## config.mk

```make
export PLATFORM = sky130hd
export DESIGN_NAME = ivu_interrupt_vector_unit
export DESIGN_NICKNAME = d
export VERILOG_FILES = /design/src/ivu_pkg.sv /design/src/ivu_interrupt_vector_unit.sv /design/src/ivu_pulse_qual.sv
export SDC_FILE = /design/constraint.sdc
export NUM_CORES = 1
export LEC_CHECK = 0
export BUFFER_PORTS_ARGS = -buffer_cell sky130_fd_sc_hd__clkbuf_2
export CORE_MARGIN = 3
export CORE_UTILIZATION = 40
export DETAILED_ROUTE_END_ITERATION = 8
export MAX_ROUTING_LAYER = met4
export PLACE_DENSITY = 0.72
export SLEW_MARGIN = 20
export SYNTH_ARGS = -nofsm -noshare
export SYNTH_HDL_FRONTEND = slang
export SYNTH_SLANG_ARGS = --single-unit
```

## constraint.sdc

```tcl
create_clock -name mclk -period 9.3 [get_ports mclk]
set_input_delay 0.465 -clock mclk [delete_from_list [all_inputs] [get_ports mclk]]
set_output_delay 0.465 -clock mclk [all_outputs]
set_load 0.005 [all_outputs]
```

## src/ivu_pkg.sv

```systemverilog
package ivu_pkg;
   // timing
   localparam int CLK_PERIOD_NS = 40;
   localparam int EXT_MIN_FAST_NS = 1650;
   localparam int EXT_MIN_SLOW_NS = 13300;
   localparam int EXT_MIN_FAST_CYC = (EXT_MIN_FAST_NS + CLK_PERIOD_NS - 1) / CLK_PERIOD_NS;
   localparam int EXT_MIN_SLOW_CYC = (EXT_MIN_SLOW_NS + CLK_PERIOD_NS - 1) / CLK_PERIOD_NS;
   localparam int QCNT_W = 9;
   localparam logic [QCNT_W-1:0] QLIM_FAST = QCNT_W'(EXT_MIN_FAST_CYC - 1);
   localparam logic [QCNT_W-1:0] QLIM_SLOW = QCNT_W'(EXT_MIN_SLOW_CYC - 1);

   // vectors
   localparam int PC_W = 13;
   localparam logic [PC_W-1:0] VEC_RESET = 13'h0000;
   localparam logic [PC_W-1:0] VEC_EXT = 13'h0001;
   localparam logic [PC_W-1:0] VEC_SER = 13'h0004;

   // register bus
   localparam int ADDR_W = 8;
   localparam int DATA_W = 32;
   localparam int STRB_W = DATA_W / 8;
   localparam int WORD_LSB = 2;
   localparam logic [ADDR_W-1:0] OFF_CTRL = 8'h00;
   localparam logic [ADDR_W-1:0] OFF_STAT = 8'h04;
   localparam logic [ADDR_W-1:0] OFF_WAKE = 8'h08;
   localparam logic [ADDR_W-1:0] OFF_TIMER = 8'h0c;
   localparam logic [ADDR_W-1:0] OFF_PDIR = 8'h10;
   localparam logic [1:0] RESP_OKAY = 2'h0;
   localparam logic [1:0] RESP_SLVERR = 2'h2;

   // status and timer fields
   localparam int STAT_EXT = 0;
   localparam int STAT_SER = 1;
   localparam int STAT_REQ = 2;
   localparam int TIM_W = 8;
   localparam int TIM_CNT_LSB = 0;
   localparam int TIM_CAPT_LSB = 8;
   localparam int PORT_N = 8;

   typedef enum logic [1:0] {
      ST_IDLE = 2'h0,
      ST_EXT = 2'h1,
      ST_SER = 2'h2,
      ST_RST = 2'h3
   } ivu_fsm_t;

   typedef struct packed {
      logic pinSetTwo;
      logic gateEn;
      logic slowClk;
      logic edgeFall;
      logic polInv;
      logic serEn;
      logic extEn;
      logic gie;
   } ivu_ctrl_t;

   localparam int CTRL_W = $bits(ivu_ctrl_t);

   typedef struct packed {
      logic req;
      logic [PC_W-1:0] addr;
   } ivu_vec_t;
endpackage

```

## src/ivu_interrupt_vector_unit.sv

```systemverilog
// Added by the designer: the AXI4-Lite register port and the placing of the registers.
`timescale 1ns/1ps
// Operation
// - enabled external pulse vectors to address one
// - fast clock: pulse qualifies after 1.65us
// - slow clock: pulse qualifies after 13.3us
// - software picks input polarity and trigger edge
// - external input gates and measures 8-bit timer
// - power-on reset starts execution at zero
// - reset returns every port pin to input
// - wake-up released only by enabled ports
module ivu_interrupt_vector_unit (
   // clock and reset
   input logic mclk,
   input logic arst_n,
   // axi4-lite write
   input logic [ivu_pkg::ADDR_W-1:0] s_axi_awaddr,
   input logic s_axi_awvalid,
   output logic s_axi_awready,
   input logic [ivu_pkg::DATA_W-1:0] s_axi_wdata,
   input logic [ivu_pkg::STRB_W-1:0] s_axi_wstrb,
   input logic s_axi_wvalid,
   output logic s_axi_wready,
   output logic [1:0] s_axi_bresp,
   output logic s_axi_bvalid,
   input logic s_axi_bready,
   // axi4-lite read
   input logic [ivu_pkg::ADDR_W-1:0] s_axi_araddr,
   input logic s_axi_arvalid,
   output logic s_axi_arready,
   output logic [ivu_pkg::DATA_W-1:0] s_axi_rdata,
   output logic [1:0] s_axi_rresp,
   output logic s_axi_rvalid,
   input logic s_axi_rready,
   // interrupt pin and wake sources
   input logic extIrqInput,
   input logic [ivu_pkg::PORT_N-1:0] portWakeIn,
   output logic wakeRelease,
   output logic [ivu_pkg::PORT_N-1:0] portOeN,
   // core vector handshake
   input logic vecAck,
   output ivu_pkg::ivu_vec_t vecOut,
   // serial unit side
   input logic serialDone,
   input logic serTxData,
   input logic serTxEn,
   output logic serRxData,
   // serial pin sets
   input logic serialPinSetOneRx,
   input logic serialPinSetTwoRx,
   output logic serialPinSetOneTx,
   output logic serialPinSetOneOeN,
   output logic serialPinSetTwoOeN
);
   typedef struct packed {
      logic [1:0] extSync;
      logic [1:0] oneSync;
      logic [1:0] twoSync;
      logic [ivu_pkg::PORT_N-1:0] actA;
      logic [ivu_pkg::PORT_N-1:0] actB;
      ivu_pkg::ivu_ctrl_t ctrl;
      logic [ivu_pkg::PORT_N-1:0] wakeEn;
      logic [ivu_pkg::PORT_N-1:0] portDir;
      logic [ivu_pkg::PORT_N-1:0] portOeN;
      logic extPend;
      logic serPend;
      ivu_pkg::ivu_fsm_t st;
      ivu_pkg::ivu_vec_t vec;
      logic [ivu_pkg::TIM_W-1:0] timer;
      logic [ivu_pkg::TIM_W-1:0] width;
      logic wake;
      logic rxSel;
      logic oneTx;
      logic oneOeN;
      logic twoOeN;
      logic awready;
      logic wready;
      logic awGot;
      logic wGot;
      logic [ivu_pkg::ADDR_W-1:0] awaddr;
      logic [ivu_pkg::DATA_W-1:0] wdata;
      logic [ivu_pkg::STRB_W-1:0] wstrb;
      logic bvalid;
      logic [1:0] bresp;
      logic arready;
      logic rvalid;
      logic [ivu_pkg::DATA_W-1:0] rdata;
      logic [1:0] rresp;
   } ivu_regs_t;

   localparam int WORD_IDX = ivu_pkg::WORD_LSB;
   ivu_regs_t s_r;
   ivu_regs_t s_nxt;
   logic [1:0] rstSync_r;
   logic rstSyncN;
   logic qualLevel, qualRose, qualFell;
   logic extEvt, serEvt, wrDo, wrLow;
   logic [ivu_pkg::ADDR_W-1:WORD_IDX] wrIdx;
   logic [ivu_pkg::DATA_W+1:0] wrLook;
   logic swClrExt, swClrSer, timClr, ackExt, ackSer;

   // reset is released synchronously so every flop leaves reset on the same edge
   always_ff @(posedge mclk or negedge arst_n) begin
      if (!arst_n) begin
         rstSync_r <= 2'h0;
      end else begin
         rstSync_r <= {rstSync_r[0], 1'b1};
      end
   end
   assign rstSyncN = rstSync_r[1];

   ivu_pulse_qual u_qual (
      .clk(mclk),
      .rstN(rstSyncN),
      .rawIn(s_r.extSync[1] ^ s_r.ctrl.polInv),
      .slowSel(s_r.ctrl.slowClk),
      .level(qualLevel),
      .rose(qualRose),
      .fell(qualFell)
   );

   assign extEvt = s_r.ctrl.gie & s_r.ctrl.extEn & (s_r.ctrl.edgeFall ? qualFell : qualRose);
   assign serEvt = s_r.ctrl.gie & s_r.ctrl.serEn & serialDone;
   assign wrDo = s_r.awGot & s_r.wGot & ~s_r.bvalid;
   assign wrLow = wrDo & s_r.wstrb[0];
   assign wrIdx = s_r.awaddr[ivu_pkg::ADDR_W-1:WORD_IDX];
   assign swClrExt = wrLow & (wrIdx == ivu_pkg::OFF_STAT[ivu_pkg::ADDR_W-1:WORD_IDX])
                     & s_r.wdata[ivu_pkg::STAT_EXT];
   assign swClrSer = wrLow & (wrIdx == ivu_pkg::OFF_STAT[ivu_pkg::ADDR_W-1:WORD_IDX])
                     & s_r.wdata[ivu_pkg::STAT_SER];
   assign timClr = wrDo & (wrIdx == ivu_pkg::OFF_TIMER[ivu_pkg::ADDR_W-1:WORD_IDX]);
   assign ackExt = vecAck & s_r.vec.req & (s_r.st == ivu_pkg::ST_EXT);
   assign ackSer = vecAck & s_r.vec.req & (s_r.st == ivu_pkg::ST_SER);

   function automatic logic [ivu_pkg::DATA_W+1:0] readReg(input logic [ivu_pkg::ADDR_W-1:0] a);
      logic [ivu_pkg::DATA_W-1:0] d;
      logic [1:0] r;
      d = '0;
      r = ivu_pkg::RESP_OKAY;
      case (a[ivu_pkg::ADDR_W-1:WORD_IDX])
         ivu_pkg::OFF_CTRL[ivu_pkg::ADDR_W-1:WORD_IDX]: d[ivu_pkg::CTRL_W-1:0] = s_r.ctrl;
         ivu_pkg::OFF_STAT[ivu_pkg::ADDR_W-1:WORD_IDX]: begin
            d[ivu_pkg::STAT_EXT] = s_r.extPend;
            d[ivu_pkg::STAT_SER] = s_r.serPend;
            d[ivu_pkg::STAT_REQ] = s_r.vec.req;
         end
         ivu_pkg::OFF_WAKE[ivu_pkg::ADDR_W-1:WORD_IDX]: d[ivu_pkg::PORT_N-1:0] = s_r.wakeEn;
         ivu_pkg::OFF_TIMER[ivu_pkg::ADDR_W-1:WORD_IDX]: begin
            d[ivu_pkg::TIM_CNT_LSB +: ivu_pkg::TIM_W] = s_r.timer;
            d[ivu_pkg::TIM_CAPT_LSB +: ivu_pkg::TIM_W] = s_r.width;
         end
         ivu_pkg::OFF_PDIR[ivu_pkg::ADDR_W-1:WORD_IDX]: d[ivu_pkg::PORT_N-1:0] = s_r.portDir;
         default: r = ivu_pkg::RESP_SLVERR;
      endcase
      return {r, d};
   endfunction

   always_comb begin
      s_nxt = s_r;
      wrLook = readReg(s_r.awaddr);
      // pin synchronisers
      s_nxt.extSync = {s_r.extSync[0], extIrqInput};
      s_nxt.oneSync = {s_r.oneSync[0], serialPinSetOneRx};
      s_nxt.twoSync = {s_r.twoSync[0], serialPinSetTwoRx};
      s_nxt.actA = portWakeIn;
      s_nxt.actB = s_r.actA;
      s_nxt.wake = |(s_r.actB & s_r.wakeEn);
      // serial pin set steering; set two is open drain and only ever pulls low
      s_nxt.rxSel = s_r.ctrl.pinSetTwo ? s_r.twoSync[1] : s_r.oneSync[1];
      s_nxt.oneTx = serTxData;
      s_nxt.oneOeN = ~(~s_r.ctrl.pinSetTwo & serTxEn);
      s_nxt.twoOeN = ~(s_r.ctrl.pinSetTwo & serTxEn & ~serTxData);
      s_nxt.portOeN = ~s_r.portDir;
      // gated timer: counts while the qualified input is active, captured at its end
      if (timClr) begin
         s_nxt.timer = '0;
      end else if (s_r.ctrl.gateEn & qualLevel) begin
         s_nxt.timer = ivu_pkg::TIM_W'(s_r.timer + 1'b1);
      end
      if (s_r.ctrl.gateEn & qualFell) begin
         s_nxt.width = s_r.timer;
      end
      // a new event beats a clear in the same cycle
      s_nxt.extPend = (s_r.extPend & ~(swClrExt | ackExt)) | extEvt;
      s_nxt.serPend = (s_r.serPend & ~(swClrSer | ackSer)) | serEvt;
      unique case (s_r.st)
         ivu_pkg::ST_RST: begin
            if (vecAck) begin
               s_nxt.st = ivu_pkg::ST_IDLE;
               s_nxt.vec.req = 1'b0;
            end
         end
         ivu_pkg::ST_IDLE: begin
            if (s_r.extPend) begin
               s_nxt.st = ivu_pkg::ST_EXT;
               s_nxt.vec = '{req: 1'b1, addr: ivu_pkg::VEC_EXT};
            end else if (s_r.serPend) begin
               s_nxt.st = ivu_pkg::ST_SER;
               s_nxt.vec = '{req: 1'b1, addr: ivu_pkg::VEC_SER};
            end
         end
         ivu_pkg::ST_EXT, ivu_pkg::ST_SER: begin
            if (vecAck) begin
               s_nxt.st = ivu_pkg::ST_IDLE;
               s_nxt.vec.req = 1'b0;
            end
         end
      endcase
      // write channel: address and data may arrive in either order
      if (s_axi_awvalid & s_r.awready) begin
         s_nxt.awGot = 1'b1;
         s_nxt.awaddr = s_axi_awaddr;
      end
      if (s_axi_wvalid & s_r.wready) begin
         s_nxt.wGot = 1'b1;
         s_nxt.wdata = s_axi_wdata;
         s_nxt.wstrb = s_axi_wstrb;
      end
      if (wrDo) begin
         s_nxt.awGot = 1'b0;
         s_nxt.wGot = 1'b0;
         s_nxt.bvalid = 1'b1;
         s_nxt.bresp = wrLook[ivu_pkg::DATA_W+1:ivu_pkg::DATA_W];
         if (wrLow) begin
            unique case (wrIdx)
               ivu_pkg::OFF_CTRL[ivu_pkg::ADDR_W-1:WORD_IDX]:
                  s_nxt.ctrl = ivu_pkg::ivu_ctrl_t'(s_r.wdata[ivu_pkg::CTRL_W-1:0]);
               ivu_pkg::OFF_WAKE[ivu_pkg::ADDR_W-1:WORD_IDX]:
                  s_nxt.wakeEn = s_r.wdata[ivu_pkg::PORT_N-1:0];
               ivu_pkg::OFF_PDIR[ivu_pkg::ADDR_W-1:WORD_IDX]:
                  s_nxt.portDir = s_r.wdata[ivu_pkg::PORT_N-1:0];
               default: ;
            endcase
         end
      end else if (s_r.bvalid & s_axi_bready) begin
         s_nxt.bvalid = 1'b0;
      end
      s_nxt.awready = ~s_nxt.awGot & ~s_nxt.bvalid;
      s_nxt.wready = ~s_nxt.wGot & ~s_nxt.bvalid;
      // read channel: one read at a time, data one cycle after the address
      if (s_axi_arvalid & s_r.arready) begin
         s_nxt.rvalid = 1'b1;
         {s_nxt.rresp, s_nxt.rdata} = readReg(s_axi_araddr);
      end else if (s_r.rvalid & s_axi_rready) begin
         s_nxt.rvalid = 1'b0;
      end
      s_nxt.arready = ~s_nxt.rvalid;
   end

   always_ff @(posedge mclk or negedge rstSyncN) begin
      if (!rstSyncN) begin
         s_r <= '0;
         s_r.st <= ivu_pkg::ST_RST;
         s_r.vec <= '{req: 1'b1, addr: ivu_pkg::VEC_RESET};
         s_r.portOeN <= '1;
         s_r.oneOeN <= 1'b1;
         s_r.twoOeN <= 1'b1;
      end else begin
         s_r <= s_nxt;
      end
   end

   assign s_axi_awready = s_r.awready;
   assign s_axi_wready = s_r.wready;
   assign s_axi_bresp = s_r.bresp;
   assign s_axi_bvalid = s_r.bvalid;
   assign s_axi_arready = s_r.arready;
   assign s_axi_rdata = s_r.rdata;
   assign s_axi_rresp = s_r.rresp;
   assign s_axi_rvalid = s_r.rvalid;
   assign wakeRelease = s_r.wake;
   assign portOeN = s_r.portOeN;
   assign vecOut = s_r.vec;
   assign serRxData = s_r.rxSel;
   assign serialPinSetOneTx = s_r.oneTx;
   assign serialPinSetOneOeN = s_r.oneOeN;
   assign serialPinSetTwoOeN = s_r.twoOeN;
endmodule // ivu_interrupt_vector_unit

```

## src/ivu_pulse_qual.sv

```systemverilog
`timescale 1ns/1ps
module ivu_pulse_qual (
   // clock and reset
   input logic clk,
   input logic rstN,
   // filter input and mode
   input logic rawIn,
   input logic slowSel,
   // filtered level and its edges
   output logic level,
   output logic rose,
   output logic fell
);
   typedef struct packed {
      logic [ivu_pkg::QCNT_W-1:0] cnt;
      logic level;
      logic rose;
      logic fell;
   } ivu_qual_t;

   ivu_qual_t s_r;
   ivu_qual_t s_nxt;
   logic [ivu_pkg::QCNT_W-1:0] lim;

   assign lim = slowSel ? ivu_pkg::QLIM_SLOW : ivu_pkg::QLIM_FAST;

   // a glitch shorter than the limit restarts the count, so it never reaches the core
   always_comb begin
      s_nxt = s_r;
      s_nxt.rose = 1'b0;
      s_nxt.fell = 1'b0;
      if (rawIn == s_r.level) begin
         s_nxt.cnt = '0;
      end else if (s_r.cnt >= lim) begin
         s_nxt.cnt = '0;
         s_nxt.level = rawIn;
         s_nxt.rose = rawIn;
         s_nxt.fell = ~rawIn;
      end else begin
         s_nxt.cnt = ivu_pkg::QCNT_W'(s_r.cnt + 1'b1);
      end
   end

   always_ff @(posedge clk or negedge rstN) begin
      if (!rstN) begin
         s_r <= '0;
      end else begin
         s_r <= s_nxt;
      end
   end

   assign level = s_r.level;
   assign rose = s_r.rose;
   assign fell = s_r.fell;
endmodule // ivu_pulse_qual

```

Word-level counts from Yosys, hierarchy flattened
Cells that the tools add are included.

Register bits: 151. Input port bits: 74. Output and inout bits: 68. Word-level logic and storage cells: 151.

Add/subtract/negate cells: 2. $lt $le $gt $ge: 1. Equality and inequality tests: 14. Multiplexer cells: 25. Bitwise logic cells: 48. Reduce and logical (&&, ||, !) cells: 15.

Operator list (number): $mux W16 (2); $and A1 B1 Y1 (28); $mux W9 (3); $eq A6 B2 Y1 const B (4); $mux W8 (3); $pmux W5 S4 (1); $pmux W3 S5 (1); $not A1 Y1 (13); $eq A6 B1 Y1 const B (2); $eq A6 B3 Y1 const B (2); $logic_not A6 Y1 (2); $mux W2 (5); $reduce_or A5 Y1 (2); $add A9 B1 Y9 const B (1); $ge A9 B9 Y1 (1); $reduce_and A3 Y1 (3); $add A8 B1 Y8 const B (1); $and A8 B8 Y8 (1); $mux W1 (8); $not A8 Y8 (1); $reduce_or A8 Y1 (1); $pmux W3 S2 (1); $reduce_and A2 Y1 (3); $eq A2 B2 Y1 const B (2); other kinds (10) (14).

Logic depth before layout (Yosys ltp)
Gate-level depths: netlist of the first run.

Depth after elaboration: 9. Mapped depth: 7. Depth with buffers taken out: 7.

Cells and area by module
Synthesis of the first run repeated with hierarchy kept, for this count alone.

Cell total of the unflattened synthesis: 488. Area, all modules: 6039.5 um^2.

Modules (own cells, without submodules): ivu_interrupt_vector_unit (instances 1, cells each 430, area an instance 5376.4 um^2, seq. area each 3119.2 um^2); ivu_pulse_qual (instances 1, cells each 58, area an instance 663.1 um^2, seq. area each 300.3 um^2).

Worst setup path after synthesis of the first run
OpenSTA, ideal clock, no wires.

Kind: register -> register. Start: reg s_r[155] (netlist bit). End: reg u_qual.s_r, in the netlist u_qual.level. Arrival time: 1.749 ns. Data required time: 9.221 ns. Slack: 7.471 ns. Stages on the path, launching flop included: 7. Period minus slack after synthesis: 1.829 ns. Cells stage by stage: dfrtp_1 > inv_1 > ha_1 > a211o_1 > a221oi_1 > nor2b_1 > mux2i_1.

Longest elaborated chain between the ends: 3.

Ends and longest elaborated chain: from (decl) (line ivu_interrupt_vector_unit.sv:92) `ivu_regs_t s_r;`; from (signal assigned) (line ivu_interrupt_vector_unit.sv:259) `s_r <= s_nxt;`; $mux W9 (line ivu_pulse_qual.sv:25) `assign lim = slowSel ? ivu_pkg::QLIM_SLOW : ivu_pkg::QLIM_FAST;`; $ge A9 B9 Y1 (line ivu_pulse_qual.sv:34) `end else if (s_r.cnt >= lim) begin`; $reduce_and A2 Y1 (no source line); to (signal assigned) (line ivu_pulse_qual.sv:48) `s_r <= s_nxt;`; to (decl) (line ivu_pulse_qual.sv:21) `ivu_qual_t s_r;`.

No other way between the ends. A chain may end at the register's enable or synchronous reset.

Worst setup path in the final report of the first run
Same ends and word-level chain as after synthesis.

==> summary.md, run 1 <==
The placeable core region was 14040 µm²; the post-route core utilization was 47.87%. Traced cell by cell, the critical path runs through inv_1 > ha_1 > a211o_1 > a221oi_1 > nor2b_1 > mux2i_1. Initial antenna violation count: 0. The cell with the biggest individual delay on the critical path is sky130_fd_sc_hd__dfrtp_1. The run gives 0.006105 ns as the post-route clock skew. Global routing finished with a remaining overflow of 0. The cell at the root of the clock tree is sky130_fd_sc_hd__clkbuf_16. Register area: 3423 µm². The number of standard-cell rows in the floorplan was 43; the width of the chip was 126.4 µm.

For this run, the register share of the synthesized area comes to 58.96%. The logs give 17 for the number of CTS-inserted buffers and 0.41 ns for the clock insertion delay at the later pin of the skew report. The number of cells on the worst reg-to-reg path is 6. After synthesis, the cell types taking the most area are sky130_fd_sc_hd__dfrtp_1, sky130_fd_sc_hd__mux2_2, sky130_fd_sc_hd__buf_4. Class of the most critical setup path: reg -> reg.

Setup violations remaining at the end of the flow were counted as 0. The logs give 0 for the reported max-cap violation count and 7876 µm for the post-detailed-placement half-perimeter wirelength. In this run the worst setup path terminates at u_qual.level$_DFFE_PN0P_.

The number of synthesis warnings was 0. The number of fill cells in the layout is 1267. Source of the critical timing path: s_r[155]$_DFFE_PN0P_. Destination of the worst register-to-register timing path: u_qual.level$_DFFE_PN0P_.

The post-synthesis async set-or-reset flop share came out at 100.0%. At the worst endpoint, the arrival time is 2.42 ns. The number of setup buffers added after CTS was 0; the overall power was 1.791 mW. For the final routed database, the setup TNS stands at 0 ns. The number of input and output port buffers inserted was 81; the power density over the cells was 266.5 nW/µm². Counting flops with a built-in enable in the synthesized netlist gives 0. Ranked by instance count, the synthesized netlist is headed by sky130_fd_sc_hd__dfrtp_1, sky130_fd_sc_hd__buf_4, sky130_fd_sc_hd__mux2_2, sky130_fd_sc_hd__nor2_1, sky130_fd_sc_hd__nand2_1. For the pin with the worst max-slew slack, the measured transition is 0.9269 ns. Across all register-to-register paths, the minimum setup slack is 7.21 ns. The peak clock frequency supported by timing is 0.4786 GHz. For this design the static power due to leakage is 3.232 nW. 142 I/O pins were placed. The routed design has 10670 µm of wire. The run gives 0 as the hold violation total from the final report. The predominant post-synthesis flop cell is sky130_fd_sc_hd__dfrtp_1.

Once the floorplan was initialized, standard cells occupied 41.30% of the core. Once placement finished, the instance area stood at 6083 µm². The longest clock path from root to sink contains 2 buffers. Counting every sink on the clock net gives 136.

The number of diodes added for antenna fixing came out at 0. Number of global-route vias before repair: 3538. The flow ran to the end, and the final reports show no timing, DRC or antenna violations.

Of the post-synthesis cell area, the dominant cell type holds 53.07%. Share of post-route cells with drive strength above 1: 34.51%. The run gives 461 as the cell count after synthesis. The tools report the startpoint type of the worst setup path as a flip-flop. After clock tree synthesis, the clock-pin slew on the worst setup and hold paths is 0.06 ns. The maximum fanout along the worst path was 4. Most common cell in the netlist: sky130_fd_sc_hd__dfrtp_1.

The first detailed-routing pass ran for 4 iterations. The peak per-stage delay on the critical path works out to 0.40 ns. The sum of buffers and inverters on the critical path is 1, and the wire length of the first global-routing pass is 17950 µm. From synthesis to final layout, the design area changed by 15.90%. CTS built an H-tree with a depth of 4.

The largest net degree at the start of global routing was 79; the overall die height was 126.4 µm. TritonCTS built the clock tree. IR analysis of the VDD net gives a maximum drop of 0.1401 mV. The part of the cycle the worst path needs was 22.47%; the number of distinct standard cells referenced by the synthesized netlist was 48.

The worst path required time came out at 9.63 ns. In the final routed layout, each cell accounts on average for 14.85 µm. After detailed routing, the number of vias per cell comes to 4.840.

The synthesized cell area was 5799 µm²; the total global-route track usage was 14.66%. In the final design database the tool counted 607 nets. Measured against its own limit, the worst slew margin works out to 38.21%. The number of DRC markers in iteration 0 is 177, and the register bit total from synthesis is 136. After detailed routing, the number of remaining DRC violations is 0.

Startpoint of the most critical register-to-register path: s_r[155]$_DFFE_PN0P_. The final worst hold slack came out at 0.1566 ns. The number of pins with negative max-slew slack in the final report is 0.

The tools report the final non-filler cell area as 6721 µm². The vias after detailed routing is 3480, and the path length in cells of the critical path is 6. The worst setup path is captured at a flip-flop.

The die covers 15980 µm². Count of antenna-violating nets left after detailed routing: 0. Setup repair after global routing left no endpoint under its margin.

Kind of path behind the tightest hold check: in -> reg. The cell family contributing the most delay on the critical path is compound AO/OA/AOI/OAI gates. Area of the multi-input gates: 1951 µm².

Mean area per synthesized cell: 12.58 µm². The congestion estimate from routability-driven global placement came to 0.7913. Subtracting the final worst setup slack from the clock period gives 2.089 ns. Of all cell types, the one taking the most synthesized area is sky130_fd_sc_hd__dfrtp_1.
-- what timing repair did --
item	4_1_cts	5_1_grt
endpoints found under the hold margin	2	0
resized for setup	0	0
hold buffers	1	0
-- worst register-to-register path, cell delays in order, from the launching register on --
cell and delay (ns):
sky130_fd_sc_hd__dfrtp_1 0.40, sky130_fd_sc_hd__inv_1 0.15, sky130_fd_sc_hd__ha_1 0.27, sky130_fd_sc_hd__a211o_1 0.26
sky130_fd_sc_hd__a221oi_1 0.35, sky130_fd_sc_hd__nor2b_1 0.35, sky130_fd_sc_hd__mux2i_1 0.22
-- worst min path at each step --
stage | slack (ns) | cells after the start | end | startpoint
global placement | 0.25 | 1 | rstSync_r[0]$_DFF_PN0_ | arst_n
floorplan | 0.17 | 0 | rstSync_r[0]$_DFF_PN0_ | arst_n
global route | 0.13 | 1 | s_nxt[159]$_DFF_PN0_ | portWakeIn[1]
CTS | 0.14 | 1 | s_nxt[160]$_DFF_PN0_ | portWakeIn[2]
finish | 0.16 | 1 | s_nxt[160]$_DFF_PN0_ | portWakeIn[2]
detailed placement | 0.25 | 1 | rstSync_r[0]$_DFF_PN0_ | arst_n
-- cell type report --
class / instances / share of cell area, %
Inverter: 19 / 1.061
Clock inverter: 14 / 2.960
Multi-Input combinational cell: 269 / 29.02
Timing Repair Buffer: 83 / 6.292
Clock buffer: 18 / 6.385
Sequential cell: 136 / 50.93
Tap cell: 180 / 3.351
-- cell usage in the layout (no fill, tap or decap), types with 16 or more instances in the layout --
master                        n
sky130_fd_sc_hd__clkbuf_2    81
sky130_fd_sc_hd__nand2_1     22
sky130_fd_sc_hd__o21ai_0     16
sky130_fd_sc_hd__inv_1       19
sky130_fd_sc_hd__mux2_2      49
sky130_fd_sc_hd__nor2_1      28
sky130_fd_sc_hd__conb_1      30
sky130_fd_sc_hd__dfrtp_1    122
sky130_fd_sc_hd__clkbuf_16   17
-- where the power goes --
| group | switching (mW) | total [mW] | internal [mW] |
|---|---|---|---|
| logic | 0.120 | 0.256 | 0.136 |
| registers | 0.122 | 0.835 | 0.713 |
| clock network | 0.250 | 0.700 | 0.450 |
| total | 0.492 | 1.79 | 1.30 |
-- logic make-up (layout without fill, tap and decap cells) --
logic type                 after synthesis  in the layout  synth area share, %
AOI/OAI and AO/OA                       57             57                6.840
xor gates and xnor gates                16             16                2.416
adders and majority gates                7              7                1.510
DFF                                    136            136                58.96
other                                    2             30               0.1295
buffers and inverters                   84            134                9.212
and+or+nand+nor                         97             97                9.170
muxes                                   62             62                11.76
-- routing by layer --
metal / wire, µm / track usage (%) / part of all wire (%) / vias to the layer above
met5: 0 / - / 0 / -
met4: 166 / 6.372 / 1.6 / 0
met3: 475 / 3.537 / 4.5 / 11
met2: 5038 / 22.29 / 47 / 95
met1: 4994 / 18.81 / 47 / 1732
li1: - / - / - / 1642
-- per-stage QoR --
stage / setup WS, ns / std cells
floorplan: 5.253 / 489
global placement: 7.273 / 686
detailed placement: 7.199 / 686
CTS: 7.178 / 719
global route: 7.075 / 719
finish: 7.211 / 719
-- state kept, by name, summed over array words and instances, names as in the netlist, 2 cells and up --
register     flops
s_r             72
s_nxt           11
portOeN          8
rstSync_r        2
s_axi_rdata     16
u_qual.s_r       9
vecOut           3
Note: power is estimated with default switching activity, not from simulation.
==> run 2: changes to the inputs <==
Settings changed: PLACE_DENSITY 0.72 to 0.74.
Clock period 9.3 ns to 1.8 ns, I/O delays scaled along.
==> summary.md, run 2 (synthesized netlist as in run 1, its figures left out) <==
The vias after detailed routing is 3750 (+7.8%). The starting utilization of the core area came out at 41.30% (unchanged). The tools report the number of buffers on the longest clock path as 2 (unchanged).

The maximum fanout along the worst path is 8 (+4). The share of post-route cells with drive strength above 1 works out to 37.39% (+2.9 points). Setup repair after global routing could not meet its margin everywhere. The tools report the iteration count of the initial detailed-routing pass as 4 (unchanged). The post-route non-filler standard cell count is 771 (+7.2%), and the wire length of the first global-routing pass is 19220 µm (+7.1%).

The logs give 7327 µm² (+9.0%) for the final non-filler cell area and 142 (unchanged) for the I/O pin total. For the number of standard-cell rows in the floorplan, the log shows 43 (unchanged). The source of the critical timing path is s_r[155]$_DFFE_PN0P_. TritonCTS built the clock tree. The run finished, with violations left.

The number of clock sinks is 136 (unchanged), and the time the worst path needs with I/O delays and setup is 1.829 ns (-0.2602 ns). The run gives 0 (unchanged) as the hold violation total from the final report. The library cell used most frequently in the layout, excluding fill and tap cells, is sky130_fd_sc_hd__dfrtp_1. The synthesis-to-finish area growth came out at 26.34%. The part of the cycle the worst path needs works out to 101.6% (+79 points). The arrival time of the worst setup path is 2.17 ns (-0.25 ns).

The number of global-route vias before repair came out at 3859 (+9.1%). The logs give 0 (unchanged) for the count of antenna-violating nets left after detailed routing and 8380 µm (+6.4%) for the post-detailed-placement half-perimeter wirelength. The initial antenna violation count was 0 (unchanged). The number of CTS-inserted buffers was 17 (unchanged).

The width of the chip works out to 126.4 µm (unchanged). More flip-flops sit in one register than any other, and that register is s_r. Worst slew margin relative to its limit: 61.47% (+23 points). The minimum setup slack after placement came out at -0.1265 ns (-7.325 ns). The worst path required time is 2.15 ns (-7.48 ns), and the number of pins with negative max-slew slack in the final report is 0 (unchanged). The number of input and output port buffers inserted is 81 (unchanged). For the number of diodes added for antenna fixing, the log shows 0 (unchanged). The checks that failed: negative setup slack. The peak per-stage delay on the critical path came out at 0.39 ns (about the same). The tools report the leakage component of the power as 3.489 nW (+7.9%).

The logic depth of the worst register-to-register path is 8 (+2), and the clock insertion delay at the later pin of the skew report is 0.42 ns (about the same). The tools report the overall power as 9.470 mW (+430%). Power density over the cells: 1292 nW/µm² (+380%).

The signal on the critical path passes through inv_2 > ha_4 > nor2b_4 > o31a_1 > o211a_1 > nand3b_1 > buf_6 > nor2_2. The clock-pin slew reported for the worst setup and hold paths after clock tree synthesis was 0.05 ns (about the same); the final setup TNS was -0.1801 ns (-0.1801 ns). The worst hold path belongs to the class in -> reg. The class of the most critical setup path is reg -> reg. The startpoint of the most critical register-to-register path is s_r[155]$_DFFE_PN0P_. Transition time at the pin with the least slew margin: 0.5765 ns (-0.3504 ns). The sum of buffers and inverters on the critical path works out to 2 (+1). The cell family with the largest share of critical-path delay was compound AO/OA/AOI/OAI gates. The flip-flop count of the largest register, all copies and words added is 72 (unchanged), and the die footprint is 15980 µm² (unchanged).

The endpoint identified for the worst register-to-register timing path is u_qual.s_r[8]$_DFF_PN0_. The number of DRC markers in iteration 0 was 140 (-21%). The tools report the placer congestion estimate as 0.7843 (-0.88%). The reported max-cap violation count is 0 (unchanged), and the number of H-tree levels is 4 (unchanged).

The tools report the placeable core region as 14040 µm² (unchanged). STA classifies the critical path endpoint as a flip-flop. The total instance count after detailed placement is 699 (+1.9%), and the flop-to-flop setup slack is -0.03 ns (-7.24 ns).

The final layout net count is 659 (+8.6%). In this run the clock root is driven by a sky130_fd_sc_hd__clkbuf_16. For this design, the slowest cell found on the critical path is sky130_fd_sc_hd__dfrtp_1.

Total global-route track usage: 15.74% (+1.1 points). The library cells used most frequently in the layout, excluding fill and tap cells, are sky130_fd_sc_hd__dfrtp_1, sky130_fd_sc_hd__clkbuf_2, sky130_fd_sc_hd__mux2_2, sky130_fd_sc_hd__dlygate4sd3_1, sky130_fd_sc_hd__conb_1. The tools report the final routed wirelength across all metal layers as 11820 µm (+11%). The final worst setup slack was -0.02928 ns (-7.240 ns); the overall die height was 126.4 µm (unchanged).

The total congestion overflow is 0 (unchanged), and the post-detailed-route via-to-cell ratio is 4.864 (+0.49%). The most critical setup path has its endpoint at u_qual.s_r[8]$_DFF_PN0_. The routed length per placed instance is 15.34 µm (+3.3%), and the post-route clock skew is 0.009301 ns (+0.003197 ns).

The path length in cells of the critical path is 8 (+2), and the instance area at placement is 6208 µm² (+2.1%). The largest net degree at the start of global routing was 51 (-35%); the peak clock frequency supported by timing was 0.5467 GHz (+14%). Startpoint type of the worst setup path: a flip-flop. The worst supply voltage drop on vdd is 0.8930 mV (+540%). The run gives 0 (unchanged) as the remaining design rule violation count. For the total setup violations reported at the end of the flow, the log shows 9 (+9).
-- run 2: layout make-up --
cell class              instances  area, µm²
well taps                     180      225.2
clock buffers                  21      440.4
flip-flops and latches        136       3423
inverters                      19      71.32
fillers                      1198       6715
clock inverters                11      173.9
repair buffers                135      930.9
multi-input cells             269       2062
-- run 2: power breakdown --
part	switching (mW)	internal (mW)
logic	0.727	0.871
clock network	1.24	2.32
registers	0.627	3.69
total	2.60	6.87
-- run 2: worst min-delay path by stage --
stage,startpoint,to,slack (ns),cells after the start
6_report,s_axi_bready,s_axi_wready$_DFF_PN0_,0.03,3
5_1_grt,s_axi_bready,s_axi_wready$_DFF_PN0_,0.05,3
4_1_cts,s_axi_bready,s_axi_wready$_DFF_PN0_,0.01,3
3_5_place_dp,arst_n,rstSync_r[0]$_DFF_PN0_,-0.12,1
3_3_place_gp,arst_n,rstSync_r[0]$_DFF_PN0_,-0.12,1
2_1_floorplan,arst_n,rstSync_r[0]$_DFF_PN0_,-0.21,0
-- run 2: through the flow --
stage	hold WS [ns]	util, %
after floorplan	-0.2056	-
after global placement	-0.1241	44.21
after detailed placement	-0.1209	44.21
after CTS	0.01076	51.57
after global routing	0.05273	52.18
final	0.02761	52.18
-- run 2: what timing repair did --
action,CTS,global route
setup endpoints to repair,20,22
hold endpoints to repair,39,0
setup buffers,3,2
resized for setup,11,15
hold buffers,35,0
pin swaps,1,4
-- run 2: routing by layer --
| metal | vias up | routed length [µm] | global-route usage [%] |
|---|---|---|---|
| met5 | - | 0 | - |
| met4 | 0 | 186 | 6.372 |
| met3 | 22 | 655 | 3.789 |
| met2 | 128 | 6048 | 26.00 |
| met1 | 1855 | 4934 | 18.57 |
| li1 | 1745 | - | - |
-- run 2: tightest hold or removal path, cell delays in order --
cell and delay (ns):
sky130_fd_sc_hd__clkbuf_2 0.08, sky130_fd_sc_hd__nor2b_1 0.16, sky130_fd_sc_hd__a211oi_1 0.07
==> run 3: changes to the inputs <==
Settings changed: REMOVE_ABC_BUFFERS set to 1.
==> summary.md, run 3 (synthesized netlist as in run 1, its figures left out) <==
For the post-route clock skew, the log shows 0.009953 ns (+0.0006522 ns). The worst setup path is captured at a flip-flop. The tools report the peak clock frequency supported by timing as 0.5378 GHz (-1.6%). The overall die height was 126.4 µm (unchanged). The flow ran to the end, but the final reports show violations.

The tools report the number of fill cells in the layout as 1199 (+0.083%). The cell sitting at the root of the clock tree is a sky130_fd_sc_hd__clkbuf_16. The number of pins with negative max-slew slack in the final report was 0 (unchanged); the total setup violations reported at the end of the flow was 18 (+9).

Reported max-cap violation count: 0 (unchanged). Setup repair after global routing could not meet its margin everywhere. The post-detailed-route via-to-cell ratio works out to 4.827 (-0.76%). The run gives -0.05933 ns (-0.03005 ns) as the final worst setup slack. The final reports fail on negative setup slack.

The worst slew margin relative to its limit was 63.43% (+2.0 points); the number of clock sinks was 136 (unchanged). The logic depth of the worst register-to-register path came out at 5 (-3). The worst setup path is launched from a flip-flop.

The part of the cycle the worst path needs came out at 103.3% (+1.7 points). The flip-flop count of the largest register, all copies and words added was 72 (unchanged); the time the worst path needs with I/O delays and setup was 1.859 ns (+0.03005 ns). For the placeable core region, the log shows 14040 µm² (unchanged). Power density over the cells: 1285 nW/µm² (-0.60%). The tools report the total congestion overflow as 0 (unchanged).

The total global-route track usage is 15.63% (-0.11 points). The remaining design rule violation count is 0 (unchanged). The top cell types in the final layout, fill and taps aside, are sky130_fd_sc_hd__dfrtp_1, sky130_fd_sc_hd__clkbuf_2, sky130_fd_sc_hd__mux2_2, sky130_fd_sc_hd__dlygate4sd3_1, sky130_fd_sc_hd__conb_1. The hold violation total from the final report was 0 (unchanged).

The destination of the worst register-to-register timing path is s_r[146]$_DFFE_PN0P_. The tools report the total instance count after detailed placement as 700 (+0.14%). Number of standard-cell rows in the floorplan: 43 (unchanged). The post-detailed-placement half-perimeter wirelength is 8490 µm (+1.3%), and the number of diodes added for antenna fixing is 0 (unchanged). The vias after detailed routing is 3731 (-0.51%), and the worst path required time is 2.10 ns (-0.05 ns).

The kind of path behind the tightest hold check was in -> reg. TritonCTS built the clock tree. The logs give 4 (unchanged) for the iteration count of the initial detailed-routing pass and 0.06421 ns (+0.03661 ns) for the final worst hold slack.

The logs give 4 (unchanged) for the number of H-tree levels and 142 (unchanged) for the I/O pin total. The placer congestion estimate is 0.8489 (+8.2%), and the routed length per placed instance is 14.98 µm (-2.3%). The post-route non-filler standard cell count is 773 (+0.26%), and the width of the chip is 126.4 µm (unchanged). In this run the most critical hold path is launched from s_axi_bready. The tools report the count of antenna-violating nets left after detailed routing as 0 (unchanged). For the final layout net count, the log shows 661 (+0.30%).

The wire length of the first global-routing pass is 18980 µm (-1.3%). More flip-flops sit in one register than any other, and that register is s_r. The transition time at the pin with the least slew margin came out at 0.5485 ns (-0.02800 ns). The tools report the clock insertion delay at the later pin of the skew report as 0.42 ns (about the same). Initial antenna violation count: 0 (unchanged). The tools report the worst supply voltage drop on vdd as 0.6578 mV (-26%). The tools report the startpoint of the most critical register-to-register path as s_r[81]$_DFFE_PN0P_. The run gives -0.06 ns (-0.03 ns) as the flop-to-flop setup slack.

Worst hold path depth: 3 (unchanged). The tools report the minimum setup slack after placement as -0.1770 ns (-0.05047 ns). The commonest non-fill, non-tap cell in the layout is sky130_fd_sc_hd__dfrtp_1. Number of CTS-inserted buffers: 17 (unchanged). The worst setup path is of the reg -> reg kind. The maximum fanout along the worst path is 8 (unchanged). The number of input and output port buffers inserted was 81 (unchanged); the share of post-route cells with drive strength above 1 was 36.59% (-0.80 points). The largest net degree at the start of global routing came out at 35 (-31%).

The die footprint is 15980 µm² (unchanged). The tools report the arrival time of the worst setup path as 2.16 ns (about the same). From synthesis to final layout, the design area changed by 25.80%. The tools report the starting utilization of the core area as 41.30% (unchanged). The leakage component of the power came out at 3.482 nW (-0.18%).

For hold timing, the worst endpoint is s_axi_wready$_DFF_PN0_. The logs give 51.96% (-0.22 points) for the post-route core utilization and 11580 µm (-2.1%) for the final routed wirelength across all metal layers. The number of DRC markers in iteration 0 was 158 (+13%). The clock-pin slew reported for the worst setup and hold paths after clock tree synthesis came out at 0.06 ns (about the same). The number of global-route vias before repair was 3852 (-0.18%). The tools report the number of buffers on the longest clock path as 2 (unchanged).
==> run 3: layout make-up <==
cell class	count	area (µm²)	share of cell area (%)
Clock buffer	21	450.4	6.174
Inverter	19	71.32	0.9775
Clock inverter	11	146.4	2.007
Multi-Input combinational cell	269	2037	27.92
Timing Repair Buffer	137	942.2	12.91
Tap cell	180	225.2	3.087
Sequential cell	136	3423	46.92
==> run 3: worst max-delay path by stage <==
stage	start	slack, ns	cells after the start	to
final	s_r[81]$_DFFE_PN0P_	-0.06	5	s_r[146]$_DFFE_PN0P_
after global routing	s_r[155]$_DFFE_PN0P_	-0.14	8	u_qual.s_r[11]$_DFF_PN0_
after CTS	s_r[155]$_DFFE_PN0P_	-0.002	8	u_qual.s_r[9]$_DFF_PN0_
after detailed placement	s_r[155]$_DFFE_PN0P_	-0.18	6	u_qual.level$_DFFE_PN0P_
after global placement	s_r[155]$_DFFE_PN0P_	-0.08	6	u_qual.level$_DFFE_PN0P_
after floorplan	rstSync_r[1]$_DFF_PN0_	-2.25	0	s_axi_arready$_DFF_PN0_
==> run 3: routing by layer <==
layer / GRT usage, % / routed length [µm] / up-vias
li1: - / - / 1764
met2: 25.12 / 5802 / 125
met3: 3.958 / 549 / 22
met4: 7.886 / 312 / 0
met5: - / 0 / -
met1: 18.24 / 4916 / 1820
==> run 3: critical path, stage by stage (launching register included) <==
cell and delay, ns:
sky130_fd_sc_hd__dfrtp_1 0.39, sky130_fd_sc_hd__or3_4 0.42, sky130_fd_sc_hd__nor4_4 0.27, sky130_fd_sc_hd__buf_4 0.20, sky130_fd_sc_hd__nand3b_4 0.15, sky130_fd_sc_hd__mux2_2 0.31
==> run 3: report_power, final <==
| part | total, mW | switching, mW | internal [mW] | leakage [nW] |
|---|---|---|---|---|
| Sequential | 4.30 | 0.614 | 3.68 | 1.69 |
| Combinational | 1.59 | 0.732 | 0.857 | 1.50 |
| Clock | 3.48 | 1.27 | 2.21 | 0.287 |
| Total | 9.37 | 2.62 | 6.75 | 3.48 |
==> run 3: repair_timing <==
action / 4_1_cts / 5_1_grt
endpoints found under the hold margin: 39 / 0
resized for setup: 13 / 6
hold buffers: 35 / 0
pin swaps: 3 / 2
setup buffers: 2 / 4
endpoints found under the setup margin: 12 / 27
==> run 3: through the flow <==
step	area, µm²	TNS (ns)	power, mW
2_1_floorplan	5441	-287.80	5.101
3_3_place_gp	6213	-0.3505	5.637
3_5_place_dp	6213	-1.408	5.763
4_1_cts	7223	-0.002286	9.384
5_1_grt	7296	-2.592	9.857
6_report	7296	-0.7494	9.373
